## src/hw/rcd_pkg.sv

```systemverilog
// Constants for the reference clock output divider.
// Assumes a single 125 MHz system clock and an AXI4-Lite register port.
//
// How it works
// - Bit 7 enables generator; clear holds it off
// - Bit 6 drives clock onto output pin
// - Bit 5 drives pad slew limit control
// - Bits 4:3 pick duty 75/50/25/0 percent
// - Codes 111/110/101 divide by 128/64/32
// - Codes 100/011/010 divide by 16/8/4
package rcd_pkg;
	localparam logic [3:0] RCD_CTRL_OFFSET = 4'h0;
	localparam logic [3:0] RCD_STAT_OFFSET = 4'h4;
	localparam logic [7:0] RCD_CTRL_RESET = 8'h00;
	localparam int RCD_EN_BIT = 7;
	localparam int RCD_OE_BIT = 6;
	localparam int RCD_SLR_BIT = 5;
	localparam int RCD_DC_MSB = 4;
	localparam int RCD_DC_LSB = 3;
	localparam int RCD_DIV_MSB = 2;
	localparam int RCD_DIV_LSB = 0;
	localparam int RCD_CNT_W = 7;
	localparam logic [1:0] RCD_RESP_OKAY = 2'h0;
	localparam logic [1:0] RCD_RESP_SLVERR = 2'h2;
endpackage : rcd_pkg

```

## src/hw/rcd_top.sv

```systemverilog
// Reference clock output divider with AXI4-Lite control register.
// Assumes bus and base clock are the same SYS_CLK; pad logic lives outside.
//
// The implementer's own choices: register access over AXI4-Lite and the address map.
`timescale 1ns/1ps
`default_nettype none
module rcd_top import rcd_pkg::*; (
	input wire logic SYS_CLK,
	input wire logic RESET_N,
	input wire logic [3:0] S_AXI_AWADDR,
	input wire logic S_AXI_AWVALID,
	output logic S_AXI_AWREADY,
	input wire logic [31:0] S_AXI_WDATA,
	input wire logic [3:0] S_AXI_WSTRB,
	input wire logic S_AXI_WVALID,
	output logic S_AXI_WREADY,
	output logic [1:0] S_AXI_BRESP,
	output logic S_AXI_BVALID,
	input wire logic S_AXI_BREADY,
	input wire logic [3:0] S_AXI_ARADDR,
	input wire logic S_AXI_ARVALID,
	output logic S_AXI_ARREADY,
	output logic [31:0] S_AXI_RDATA,
	output logic [1:0] S_AXI_RRESP,
	output logic S_AXI_RVALID,
	input wire logic S_AXI_RREADY,
	output logic REFCLK_OUT_PIN_O,
	output logic REFCLK_OUT_PIN_OE,
	output logic REFCLK_SLEW_LIMIT
);
	// Divider counter width covers the largest ratio, 128
	logic [7:0] ctrl_q;
	logic [RCD_CNT_W-1:0] cnt_q;
	logic aw_got_q, w_got_q;
	logic [3:0] awaddr_q;
	logic [7:0] wdata_q;
	logic wstrb0_q;
	logic clk_q;

	// Write path: address and data taken in either order
	wire aw_hs = S_AXI_AWVALID && S_AXI_AWREADY;
	wire w_hs = S_AXI_WVALID && S_AXI_WREADY;
	wire wr_go = aw_got_q && w_got_q && !S_AXI_BVALID;
	wire wr_ctrl = wr_go && (awaddr_q == RCD_CTRL_OFFSET);
	wire wr_hit = wr_go && ((awaddr_q == RCD_CTRL_OFFSET) || (awaddr_q == RCD_STAT_OFFSET));

	wire module_en = ctrl_q[RCD_EN_BIT];
	wire [1:0] duty_sel = ctrl_q[RCD_DC_MSB:RCD_DC_LSB];
	wire [2:0] div_sel = ctrl_q[RCD_DIV_MSB:RCD_DIV_LSB];

	// Period mask: ratio 2^code, except code 000, which toggles each cycle for ratio 2
	wire [RCD_CNT_W-1:0] cnt_mask = RCD_CNT_W'((8'h01 << div_sel) - 8'h01);
	wire [RCD_CNT_W-1:0] cnt_last = cnt_mask;
	wire [RCD_CNT_W-1:0] cnt_wrap = (cnt_q >= cnt_last) ? '0 : cnt_q + 1'b1;

	// Compare in units of quarter period; fine when the period divides by four
	function automatic logic duty_high(input logic [1:0] dc, input logic [2:0] dv,
		input logic [RCD_CNT_W-1:0] c);
		logic [8:0] q4;
		q4 = 9'({c, 2'b00}) >> dv;
		duty_high = (9'(dc) > q4);
	endfunction : duty_high

	// Codes 000 and 001 both give ratio 2 and cannot show quarter steps; duty is passed as a
	// high phase tracked on SYS_CLK, so 75% and 25% round to 50% there.
	wire fine_ok = (div_sel >= 3'h2);
	wire half_hi = (duty_sel != 2'b00) && ((div_sel == 3'h0) ? !clk_q : (cnt_q == '0));
	wire wave_d = !module_en ? 1'b0 :
		(duty_sel == 2'b00) ? 1'b0 :
		fine_ok ? duty_high(duty_sel, div_sel, cnt_wrap) : half_hi;
	wire [7:0] wmerged = wstrb0_q ? wdata_q : ctrl_q;

	always_ff @(posedge SYS_CLK or negedge RESET_N) begin
		if (!RESET_N) begin
			ctrl_q <= RCD_CTRL_RESET;
		end else if (wr_ctrl) begin
			ctrl_q <= wmerged;
		end
	end

	always_ff @(posedge SYS_CLK or negedge RESET_N) begin
		if (!RESET_N) begin
			cnt_q <= '0;
			clk_q <= 1'b0;
		end else if (!module_en) begin
			cnt_q <= '0;
			clk_q <= 1'b0;
		end else begin
			cnt_q <= cnt_wrap;
			clk_q <= wave_d;
		end
	end

	// Pin drive follows registered wave; enable and slew taken straight from control
	always_ff @(posedge SYS_CLK or negedge RESET_N) begin
		if (!RESET_N) begin
			REFCLK_OUT_PIN_O <= 1'b0;
			REFCLK_OUT_PIN_OE <= 1'b0;
			REFCLK_SLEW_LIMIT <= 1'b0;
		end else begin
			REFCLK_OUT_PIN_O <= ctrl_q[RCD_OE_BIT] && wave_d;
			REFCLK_OUT_PIN_OE <= ctrl_q[RCD_OE_BIT];
			REFCLK_SLEW_LIMIT <= ctrl_q[RCD_SLR_BIT];
		end
	end

	always_ff @(posedge SYS_CLK or negedge RESET_N) begin
		if (!RESET_N) begin
			aw_got_q <= 1'b0;
			w_got_q <= 1'b0;
			awaddr_q <= '0;
			wdata_q <= '0;
			wstrb0_q <= 1'b0;
			S_AXI_BVALID <= 1'b0;
			S_AXI_BRESP <= RCD_RESP_OKAY;
		end else begin
			if (aw_hs) begin
				aw_got_q <= 1'b1;
				awaddr_q <= S_AXI_AWADDR;
			end
			if (w_hs) begin
				w_got_q <= 1'b1;
				wdata_q <= S_AXI_WDATA[7:0];
				wstrb0_q <= S_AXI_WSTRB[0];
			end
			if (wr_go) begin
				aw_got_q <= 1'b0;
				w_got_q <= 1'b0;
				S_AXI_BVALID <= 1'b1;
				S_AXI_BRESP <= wr_hit ? RCD_RESP_OKAY : RCD_RESP_SLVERR;
			end else if (S_AXI_BVALID && S_AXI_BREADY) begin
				S_AXI_BVALID <= 1'b0;
			end
		end
	end

	// Ready is a registered flag: low while a part is held or a response waits
	always_ff @(posedge SYS_CLK or negedge RESET_N) begin
		if (!RESET_N) begin
			S_AXI_AWREADY <= 1'b0;
			S_AXI_WREADY <= 1'b0;
		end else begin
			S_AXI_AWREADY <= !aw_got_q && !aw_hs && !wr_go && !S_AXI_BVALID;
			S_AXI_WREADY <= !w_got_q && !w_hs && !wr_go && !S_AXI_BVALID;
		end
	end

	// Read: control at 0x0, live state at 0x4 (wave level, enable)
	wire ar_hs = S_AXI_ARVALID && S_AXI_ARREADY;
	wire rd_ctrl = (S_AXI_ARADDR == RCD_CTRL_OFFSET);
	wire rd_stat = (S_AXI_ARADDR == RCD_STAT_OFFSET);
	wire [31:0] rd_val = rd_ctrl ? {24'h000000, ctrl_q} :
		rd_stat ? {30'h0, module_en, clk_q} : 32'h00000000;

	always_ff @(posedge SYS_CLK or negedge RESET_N) begin
		if (!RESET_N) begin
			S_AXI_ARREADY <= 1'b0;
			S_AXI_RVALID <= 1'b0;
			S_AXI_RDATA <= '0;
			S_AXI_RRESP <= RCD_RESP_OKAY;
		end else begin
			S_AXI_ARREADY <= !S_AXI_RVALID && !ar_hs;
			if (ar_hs) begin
				S_AXI_RVALID <= 1'b1;
				S_AXI_RDATA <= rd_val;
				S_AXI_RRESP <= (rd_ctrl || rd_stat) ? RCD_RESP_OKAY : RCD_RESP_SLVERR;
			end else if (S_AXI_RVALID && S_AXI_RREADY) begin
				S_AXI_RVALID <= 1'b0;
			end
		end
	end
endmodule : rcd_top
`default_nettype wire

```

## config.mk

```make
export PLATFORM = sky130hd
export DESIGN_NAME = rcd_top
export DESIGN_NICKNAME = d
export VERILOG_FILES = /design/src/hw/rcd_pkg.sv /design/src/hw/rcd_top.sv
export SDC_FILE = /design/constraint.sdc
export NUM_CORES = 1
export LEC_CHECK = 0
export CAP_MARGIN = 10
export CORE_MARGIN = 8
export CORE_UTILIZATION = 25
export CTS_CLUSTER_SIZE = 28
export DETAILED_ROUTE_END_ITERATION = 6
export DONT_BUFFER_PORTS = 1
export GPL_ROUTABILITY_DRIVEN = 0
export HOLD_SLACK_MARGIN = 0.08
export SLEW_MARGIN = 20
export SYNTH_ARGS = -nofsm -noshare
export SYNTH_HDL_FRONTEND = slang
export SYNTH_SLANG_ARGS = --single-unit
```

## constraint.sdc

```tcl
create_clock -name SYS_CLK -period 3.3 [get_ports SYS_CLK]
set_input_delay 0.33 -clock SYS_CLK [delete_from_list [all_inputs] [get_ports SYS_CLK]]
set_output_delay 0.33 -clock SYS_CLK [all_outputs]
set_load 0.01 [all_outputs]
```

==> impl_metrics.toml, run 1 <==
[timing]
drv_slew = 0
skew_ps = 8.591
worst_slack_ps = 232.7
fmax_mhz = 326.0
fin_crit_sh_pct = 92.95
hold_viol = 0
period_minus_slack_ps = 3067
finalSetupViolCount = 0

[routing]
dr.pass1.iters = 4
wl_per_cell_um = 13.65
drtAntennaViolNets = 0
drt-initial-drc-count = 59
vias = 1709
viasPerCell = 4.451
drc = 0
drt-total-wl_um = 5241

[clocking]
clock-sinks = 49
tritoncts = "yes"
htreeDepth = 2
cts_buffers = 5
post_cts_buffers = 0
root_buffer = "clkbuf_8"
cts.path.max_buffers = 2
clock_latency_ps = 290
clk_pin_slew_ps = 90

[synthesis]
ys.flop_type = "dfrtp_1"
synth_cells = 239
yosysWarnings = 0
synthTopCellsByArea = "dfrtp_1 47%, mux2_2 9.1%, buf_4 7.8%, ha_1 5.3%, nor2_1 3.0%"
seq_area_frac_synth_pct = 47.25
netlist_area_sq_mm = 0.002595
synth_most_common_cell = "dfrtp_1"
synth_top_area_share_pct = 47.25
synth_seq_cells = 49
yosysUniqueCellTypes = 44
synth_enable_flop_cells = 0
synth_common_cells = "49 x dfrtp_1, 27 x buf_4, 21 x mux2_2, 21 x nor2_1, 16 x nand2_1"
post_synth.cell_area_avg_sq_um = 10.86
synthArstFlopShare_pct = 100.0
yosysTopAreaCell = "dfrtp_1"

[place]
placed_area_sq_mm = 0.002674
pre_cts_slack_ps = 223.6
place_hpwl_um = 4031
numPortBuffers = 0

[power_and_ir_drop]
leakagePower_nw = 1.233
switching_share_pct = 33.10
seqPwrFrac_pct = 52.6
power_frac_clock_pct = 18.6
finalPower_mw = 1.709
p_int_mw = 1.143
power_frac_comb_pct = 28.8
vdd_drop_max_v = 0.0003956
p_switching_uw = 565.8
powerDensity_mw_per_mm2 = 612.3

[critical_path]
cp_common_cell = "o21ai_0"
worst_path_max_delay_cell = "dfrtp_1"
path_class = "flip-flop to flip-flop"
critPathTopFamily = "compound AO/OA/AOI/OAI gates"
cp-start-kind = "flip-flop"
max_stage_delay_ps = 480
r2r_slack_ps = 230
worst-path-stages = 12
crit_arrival_ps = 3280
cp_num_buf_inv = 0
path_max_fanout = 8
endpoint_kind = "flip-flop"
reg2reg_from = "cnt_q[0]"
path_cells = "ha_2 -> and3_2 -> a31oi_1 -> nor2_1 -> mux4_2 -> a21o_1 -> ha_1 -> nor2b_1 -> o21ai_0 -> o21ai_0 -> o2111ai_1 -> a211oi_2"
r2r-end = "REFCLK_OUT_PIN_O"
r2r_cells = 12
worst_ep_required_time_ps = 3520

[floorplanning]
rows = 37
die-width_um = 117.9
initial_core_util_pct = 25.48
die_y_um = 117.9
io_pins = 95
coreArea_sq_mm = 0.01018
dieArea_sq_mm = 0.01390

[hold_path]
min_delay_path_depth = 1
min-delay-start = "S_AXI_ARVALID"
whs_endpoint = "S_AXI_ARREADY"
holdCritPathClass = "input port to flip-flop"

[global_routing]
antenna_found_initial = 0
track_usage_pct = 7.472
overflow = 0
grt_max_degree = 50
grt_pass1_wl_um = 8735
first_global_vias = 1749

[finish]
n_antenna_cell = 0
layout-drive-gt1-share_pct = 18.15
final_cell_area_sq_mm = 0.002791
nets = 311
area_growth_pct = 7.570

[status]
status = "completed"

[flow_run]
cap_viol_max_count = 0
## registers in the layout (all words and copies together) (netlist names), 4 cells and up
register and flops:
S_AXI_RDATA 8, ctrl_q 8, wdata_q 8, cnt_q 7, awaddr_q 4
## placed cells by master, fill, tap and decap left out, drive strengths merged, types with 2 or more instances in the layout
cell    synthesis  final
a211oi          2      2
a21boi          3      3
a21o            2      2
a21oi          10     10
a22o            6      6
and3            2      2
buf            27      8
clkbuf          4      5
conb            1     26
dfrtp          49     49
ha             11     11
inv            10     10
mux2           21     21
mux2i           4      4
nand2          16     16
nand3           6      6
nor2           21     21
nor2b           5      5
nor3            5      5
o211ai          3      3
o21ai          10     10
or4             3      3
xnor2           3      3
## through the flow
step,hold slack [ps],instances,TNS (ps),util [%]
global placement,36.33,376,0,26.25
floorplan,34.41,264,0,-
CTS,102.5,384,0,27.35
finish,110.6,384,0,27.41
global route,104.8,384,-17.51,27.41
detailed placement,36.01,376,0,26.25
## power groups by stage
stage / clock network (mW) / logic, mW / registers, mW
3_5_place_dp: 0 / 0.471 / 0.913
6_report: 0.317 / 0.492 / 0.899
3_3_place_gp: 0 / 0.456 / 0.908
2_1_floorplan: 0 / 0.415 / 0.862
4_1_cts: 0.331 / 0.489 / 0.901
5_1_grt: 0.354 / 0.561 / 0.928
## logic make-up after synthesis
kind of cell,synth area share (%)
compound gates,11.81
buf+inv,10.61
simple gates,12.01
other cells,0.1445
flops,47.25
fa+ha+maj,5.304
xor+xnor,1.350
mux,11.52
## worst max path at each step
stage                     slack, ps                to      start
final                           230  REFCLK_OUT_PIN_O   cnt_q[0]
after global routing            -20  REFCLK_OUT_PIN_O   cnt_q[0]
after CTS                       180  REFCLK_OUT_PIN_O   cnt_q[0]
after detailed placement        220  REFCLK_OUT_PIN_O   cnt_q[0]
after global placement          230  REFCLK_OUT_PIN_O   cnt_q[0]
after floorplan                 490  REFCLK_OUT_PIN_O  ctrl_q[0]
## worst reg2reg max path: stages, from the launching register on
cell	delay [ps]
dfrtp_1	480
ha_2	280
and3_2	260
a31oi_1	220
nor2_1	90
mux4_2	480
a21o_1	200
ha_1	270
nor2b_1	130
o21ai_0	90
o21ai_0	90
o2111ai_1	180
a211oi_2	220
## layer usage
layer / routed length [um] / track usage [%] / up-vias / share of wire [%]
met5: 0 / 0 / - / 0
met4: 65 / 2.802 / 0 / 1.2
met3: 523 / 3.645 / 7 / 10
met2: 2458 / 12.43 / 58 / 47
met1: 2193 / 8.039 / 836 / 42
li1: - / - / 808 / -
## repair_timing
action,4_1_cts,5_1_grt
hold buffers,2,0
resized for setup,0,2
endpoints found under the hold margin,49,0
setup endpoints to repair,0,2
## layout make-up
type | count | area (sq um)
flip-flops and latches | 49 | 1226
clock inverters | 1 | 5.005
inverters | 10 | 37.54
clock buffers | 5 | 68.82
repair buffers | 9 | 90.09
fillers | 1088 | 7393
well taps | 136 | 170.2
multi-input cells | 174 | 1194
Power figures use the tool's default switching activity.
==> run 2, diff against run 1 <==
Settings changed: PLACE_DENSITY set to 0.46.
==> impl_metrics.toml, run 2 (synthesis results as in run 1) <==
[finish]
mostFrequentLayoutCells = "49 x dfrtp_1, 26 x conb_1, 21 x nor2_1, 21 x mux2_2, 16 x nand2_1"
n_fill_cell = 1095
top_regs = "S_AXI_RDATA (8), ctrl_q (8), wdata_q (8)"
regArea_sq_mm = 0.001226
multi_input_area_sq_mm = 0.001187
nets = 314
layout_commonest_cell = "dfrtp_1"
n_antenna_cell = 0
area_growth_pct = 9.836
fin_util_pct = 27.99
layout-drive-gt1-share_pct = 18.58

[floorplanning]
dieArea_sq_mm = 0.01390
die_y_um = 117.9
initial_core_util_pct = 25.48
die-width_um = 117.9
io_pins = 95
rows = 37
coreArea_sq_mm = 0.01018

[timing]
drv_slew = 0
grt_setup_unrepaired = "false"
worst_slack_ps = 354.4
skew_ps = 7.675
fmax_mhz = 339.5
finalSetupViolCount = 0
hold_viol = 0
final.setup.tns_ps = 0
period_minus_slack_ps = 2946
fin_crit_sh_pct = 89.26

[critical_path]
path_max_fanout = 5
r2r-end = "REFCLK_OUT_PIN_O"
r2r_cells = 12
crit_arrival_ps = 3170
r2r_slack_ps = 350
crit_end = "REFCLK_OUT_PIN_O"
endpoint_kind = "flip-flop"
critPathLaunch = "cnt_q[1]"
path_class = "flip-flop to flip-flop"
worst_path_max_delay_cell = "mux4_2"
cp-start-kind = "flip-flop"
reg2reg_from = "cnt_q[1]"
path_cells = "ha_1 -> and3_2 -> a31oi_1 -> nor2_1 -> mux4_2 -> a21o_1 -> ha_1 -> nor2b_1 -> o21ai_0 -> o21ai_0 -> o2111ai_1 -> a211oi_2"
max_stage_delay_ps = 480
worst_ep_required_time_ps = 3520

[global_routing]
grt_max_degree = 50
grt_pass1_wl_um = 9542
antenna_found_initial = 0
track_usage_pct = 8.277
overflow = 0
first_global_vias = 1878

[clocking]
tritoncts = "yes"
clk_pin_slew_ps = 90
cts_buffers = 5
htreeDepth = 2
post_cts_buffers = 0
clock-sinks = 49
cts.path.max_buffers = 2
clock_latency_ps = 300
root_buffer = "clkbuf_8"

[routing]
wl_per_cell_um = 14.63
drt-total-wl_um = 5690
dr.pass1.iters = 4
drt-initial-drc-count = 44
vias = 1735
drtAntennaViolNets = 0
viasPerCell = 4.460
drc = 0

[flow_run]
cap_viol_max_count = 0

[status]
status = "completed"

[hold_path]
holdCritPathClass = "input port to flip-flop"
min_delay_path_depth = 1

[power_and_ir_drop]
powerDensity_mw_per_mm2 = 646.0
leakagePower_nw = 1.269
finalPower_mw = 1.841
vdd_drop_max_v = 0.0003030

[place]
numPortBuffers = 0
place_hpwl_um = 4322
pre_cts_slack_ps = 374.6
-- run 2: worst min path at each step --
stage / from / end / slack [ps]
after floorplan: RESET_N / REFCLK_OUT_PIN_O / 30
after global placement: RESET_N / S_AXI_AWREADY / 40
after detailed placement: RESET_N / S_AXI_AWREADY / 40
after CTS: S_AXI_ARVALID / S_AXI_ARREADY / 110
after global routing: S_AXI_BREADY / S_AXI_BVALID / 90
final: S_AXI_ARVALID / S_AXI_ARREADY / 110
-- run 2: final cells by class --
class / count / share of cell area [%]
clock buffer: 7 / 3.029
clock inverter: 1 / 1.054
inverter: 10 / 1.317
multi-input combinational: 174 / 41.66
sequential: 49 / 43.02
tap: 136 / 5.970
timing repair buffer: 12 / 3.951
-- run 2: layer usage --
metal  part of all wire, %  up-vias  routed length, um  global-route usage [%]
li1                      -      815                  -                       -
met1                    43      854               2440                   9.438
met2                    47       57               2666                   13.47
met3                   8.6        9                487                   3.597
met4                   1.7        0                 95                   3.042
met5                     0        -                  0                       0
-- run 2: critical path: cells and delay by family, from the launching register on --
kind	cells	cell delay, ps
AO/OA/AOI/OAI	6	960
adder cells (fa/ha/maj)	2	540
AND/OR/NAND/NOR	3	480
multiplexers	1	480
flip-flops	1	410
-- run 2: repair_timing --
item / 4_1_cts / 5_1_grt
gates resized for setup: 0 / 0
setup endpoints to repair: 0 / 0
hold buffers: 2 / 0
endpoints found under the hold margin: 49 / 0
-- run 2: stage by stage --
stage / hold WS [ps] / cell area, sq um / instances
after floorplan: 34.41 / 2689 / 264
after global placement: 36.12 / 2696 / 379
after detailed placement: 36.07 / 2696 / 379
after CTS: 105.6 / 2850 / 389
after global routing: 92.64 / 2850 / 389
final: 112.7 / 2850 / 389
-- run 2: power breakdown --
| group | switching (mW) | internal (mW) |
|---|---|---|
| Combinational | 0.252 | 0.253 |
| Clock | 0.195 | 0.247 |
| Sequential | 0.137 | 0.758 |
==> run 3, diff against run 2 <==
Settings changed: CORE_UTILIZATION 25 to 36, PLACE_DENSITY 0.46 to 0.58.
==> impl_metrics.toml, run 3 (synthesis results as in run 1) <==
[power_and_ir_drop]
powerDensity_mw_per_mm2 = 624.0
p_int_mw = 1.151
power_frac_comb_pct = 28.4
vdd_drop_max_v = 0.0004236
leakagePower_nw = 1.245
p_switching_uw = 571.9
power_frac_clock_pct = 19.3
finalPower_mw = 1.723
switching_share_pct = 33.19
seqPwrFrac_pct = 52.3

[floorplanning]
die_y_um = 100.9
die-width_um = 100.9
coreArea_sq_mm = 0.007098
initial_core_util_pct = 36.56
rows = 31
dieArea_sq_mm = 0.01018
io_pins = 95

[timing]
fmax_mhz = 339.9
skew_ps = 7.066
final.setup.tns_ps = 0
hold_viol = 0
worst_slack_ps = 357.6
grt_setup_unrepaired = "false"
fin_crit_sh_pct = 89.17
drv_slew = 0
worst_pin_slew_ps = 515.3
period_minus_slack_ps = 2942
hold-worst-slack_ps = 118.5
max_slew_margin_pct = 65.65
finalSetupViolCount = 0

[global_routing]
grt_pass1_wl_um = 8259
grt_max_degree = 50
antenna_found_initial = 0
overflow = 0
track_usage_pct = 10.12
first_global_vias = 1669

[routing]
drc = 0
viasPerCell = 4.751
dr.pass1.iters = 4
drt-total-wl_um = 5098
drtAntennaViolNets = 0
wl_per_cell_um = 14.57
vias = 1663
drt-initial-drc-count = 68

[finish]
top_regs = "S_AXI_RDATA (8), ctrl_q (8), wdata_q (8)"
area_growth_pct = 6.413
mostFrequentLayoutCells = "49 x dfrtp_1, 26 x conb_1, 21 x mux2_2, 20 x nor2_1, 16 x nand2_1"
n_antenna_cell = 0
layout-drive-gt1-share_pct = 18.73
nets = 312
n_fill_cell = 703
layout_commonest_cell = "dfrtp_1"

[place]
numPortBuffers = 0
pre_cts_slack_ps = 373.1
place_hpwl_um = 3979

[critical_path]
crit_arrival_ps = 3160
endpoint_kind = "flip-flop"
path_cells = "a21oi_1 -> ha_1 -> a21oi_1 -> o21ai_0 -> a21oi_1 -> nand2_1 -> a21o_1 -> ha_1 -> nor2b_1 -> o21ai_0 -> o21ai_0 -> o2111ai_1 -> a211oi_2"
path_class = "flip-flop to flip-flop"
worst_path_max_delay_cell = "dfrtp_1"
worst_ep_required_time_ps = 3520
max_stage_delay_ps = 670
path_max_fanout = 15
cp-start-kind = "flip-flop"

[clocking]
clock-sinks = 49
tritoncts = "yes"
htreeDepth = 2
cts_buffers = 5
root_buffer = "clkbuf_8"
clock_latency_ps = 290
cts.path.max_buffers = 2
clk_pin_slew_ps = 90

[status]
status = "completed"

[flow_run]
cap_viol_max_count = 0

[hold_path]
holdCritPathClass = "input port to flip-flop"
-- run 3: cell type report --
class | count | area [sq um] | area share, %
clock inverter | 3 | 17.52 | 0.6343
sequential | 49 | 1226 | 44.40
clock buffer | 5 | 68.82 | 2.492
tap | 99 | 123.9 | 4.486
inverter | 10 | 37.54 | 1.359
multi-input combinational | 174 | 1190 | 43.09
timing repair buffer | 10 | 97.59 | 3.534
-- run 3: path summary, 6_finish.rpt --
path                                     end         start  cells past startpoint  slack, ps
hold reg to reg            REFCLK_SLEW_LIMIT     ctrl_q[5]                      0        420
min in group asynchronous      S_AXI_AWREADY       RESET_N                      2        520
setup reg to reg            REFCLK_OUT_PIN_O     ctrl_q[0]                     13        360
hold / removal                  S_AXI_BVALID  S_AXI_BREADY                      1        120
setup / recovery            REFCLK_OUT_PIN_O     ctrl_q[0]                     13        360
max in group asynchronous  REFCLK_OUT_PIN_OE       RESET_N                      2       2560
-- run 3: what timing repair did --
item                       CTS  global route
hold buffers                 2             0
setup endpoints to repair    0             1
hold endpoints to repair    49             0
gates resized for setup      0             1
buffers inserted             0             0
-- run 3: routing by layer --
layer / GRT usage (%) / up-vias / wire [um]
met5: 0 / - / 0
met4: 3.207 / 0 / 62
met3: 3.522 / 6 / 371
met2: 17.27 / 41 / 2538
met1: 11.53 / 803 / 2125
li1: - / 813 / -
-- run 3: power groups by stage --
stage | Sequential, mW | Combinational (mW) | Clock, mW
after floorplan | 0.862 | 0.415 | 0
after global placement | 0.910 | 0.462 | 0
after detailed placement | 0.916 | 0.474 | 0
after CTS | 0.904 | 0.493 | 0.351
after global routing | 0.928 | 0.555 | 0.365
final | 0.901 | 0.490 | 0.333
-- run 3: critical path, delay by kind of cell (launching register included) --
kind            cells  cell delay [ps]
flops               1              670
fa+ha+maj           2              590
simple gates        2              210
compound gates      9             1380
-- run 3: per-stage QoR --
stage	utilization, %	cells	cell area, sq um
after floorplan	-	264	2689
after global placement	37.12	340	2635
after detailed placement	37.12	340	2635
after CTS	38.87	350	2759
after global routing	38.90	350	2761
final	38.90	350	2761
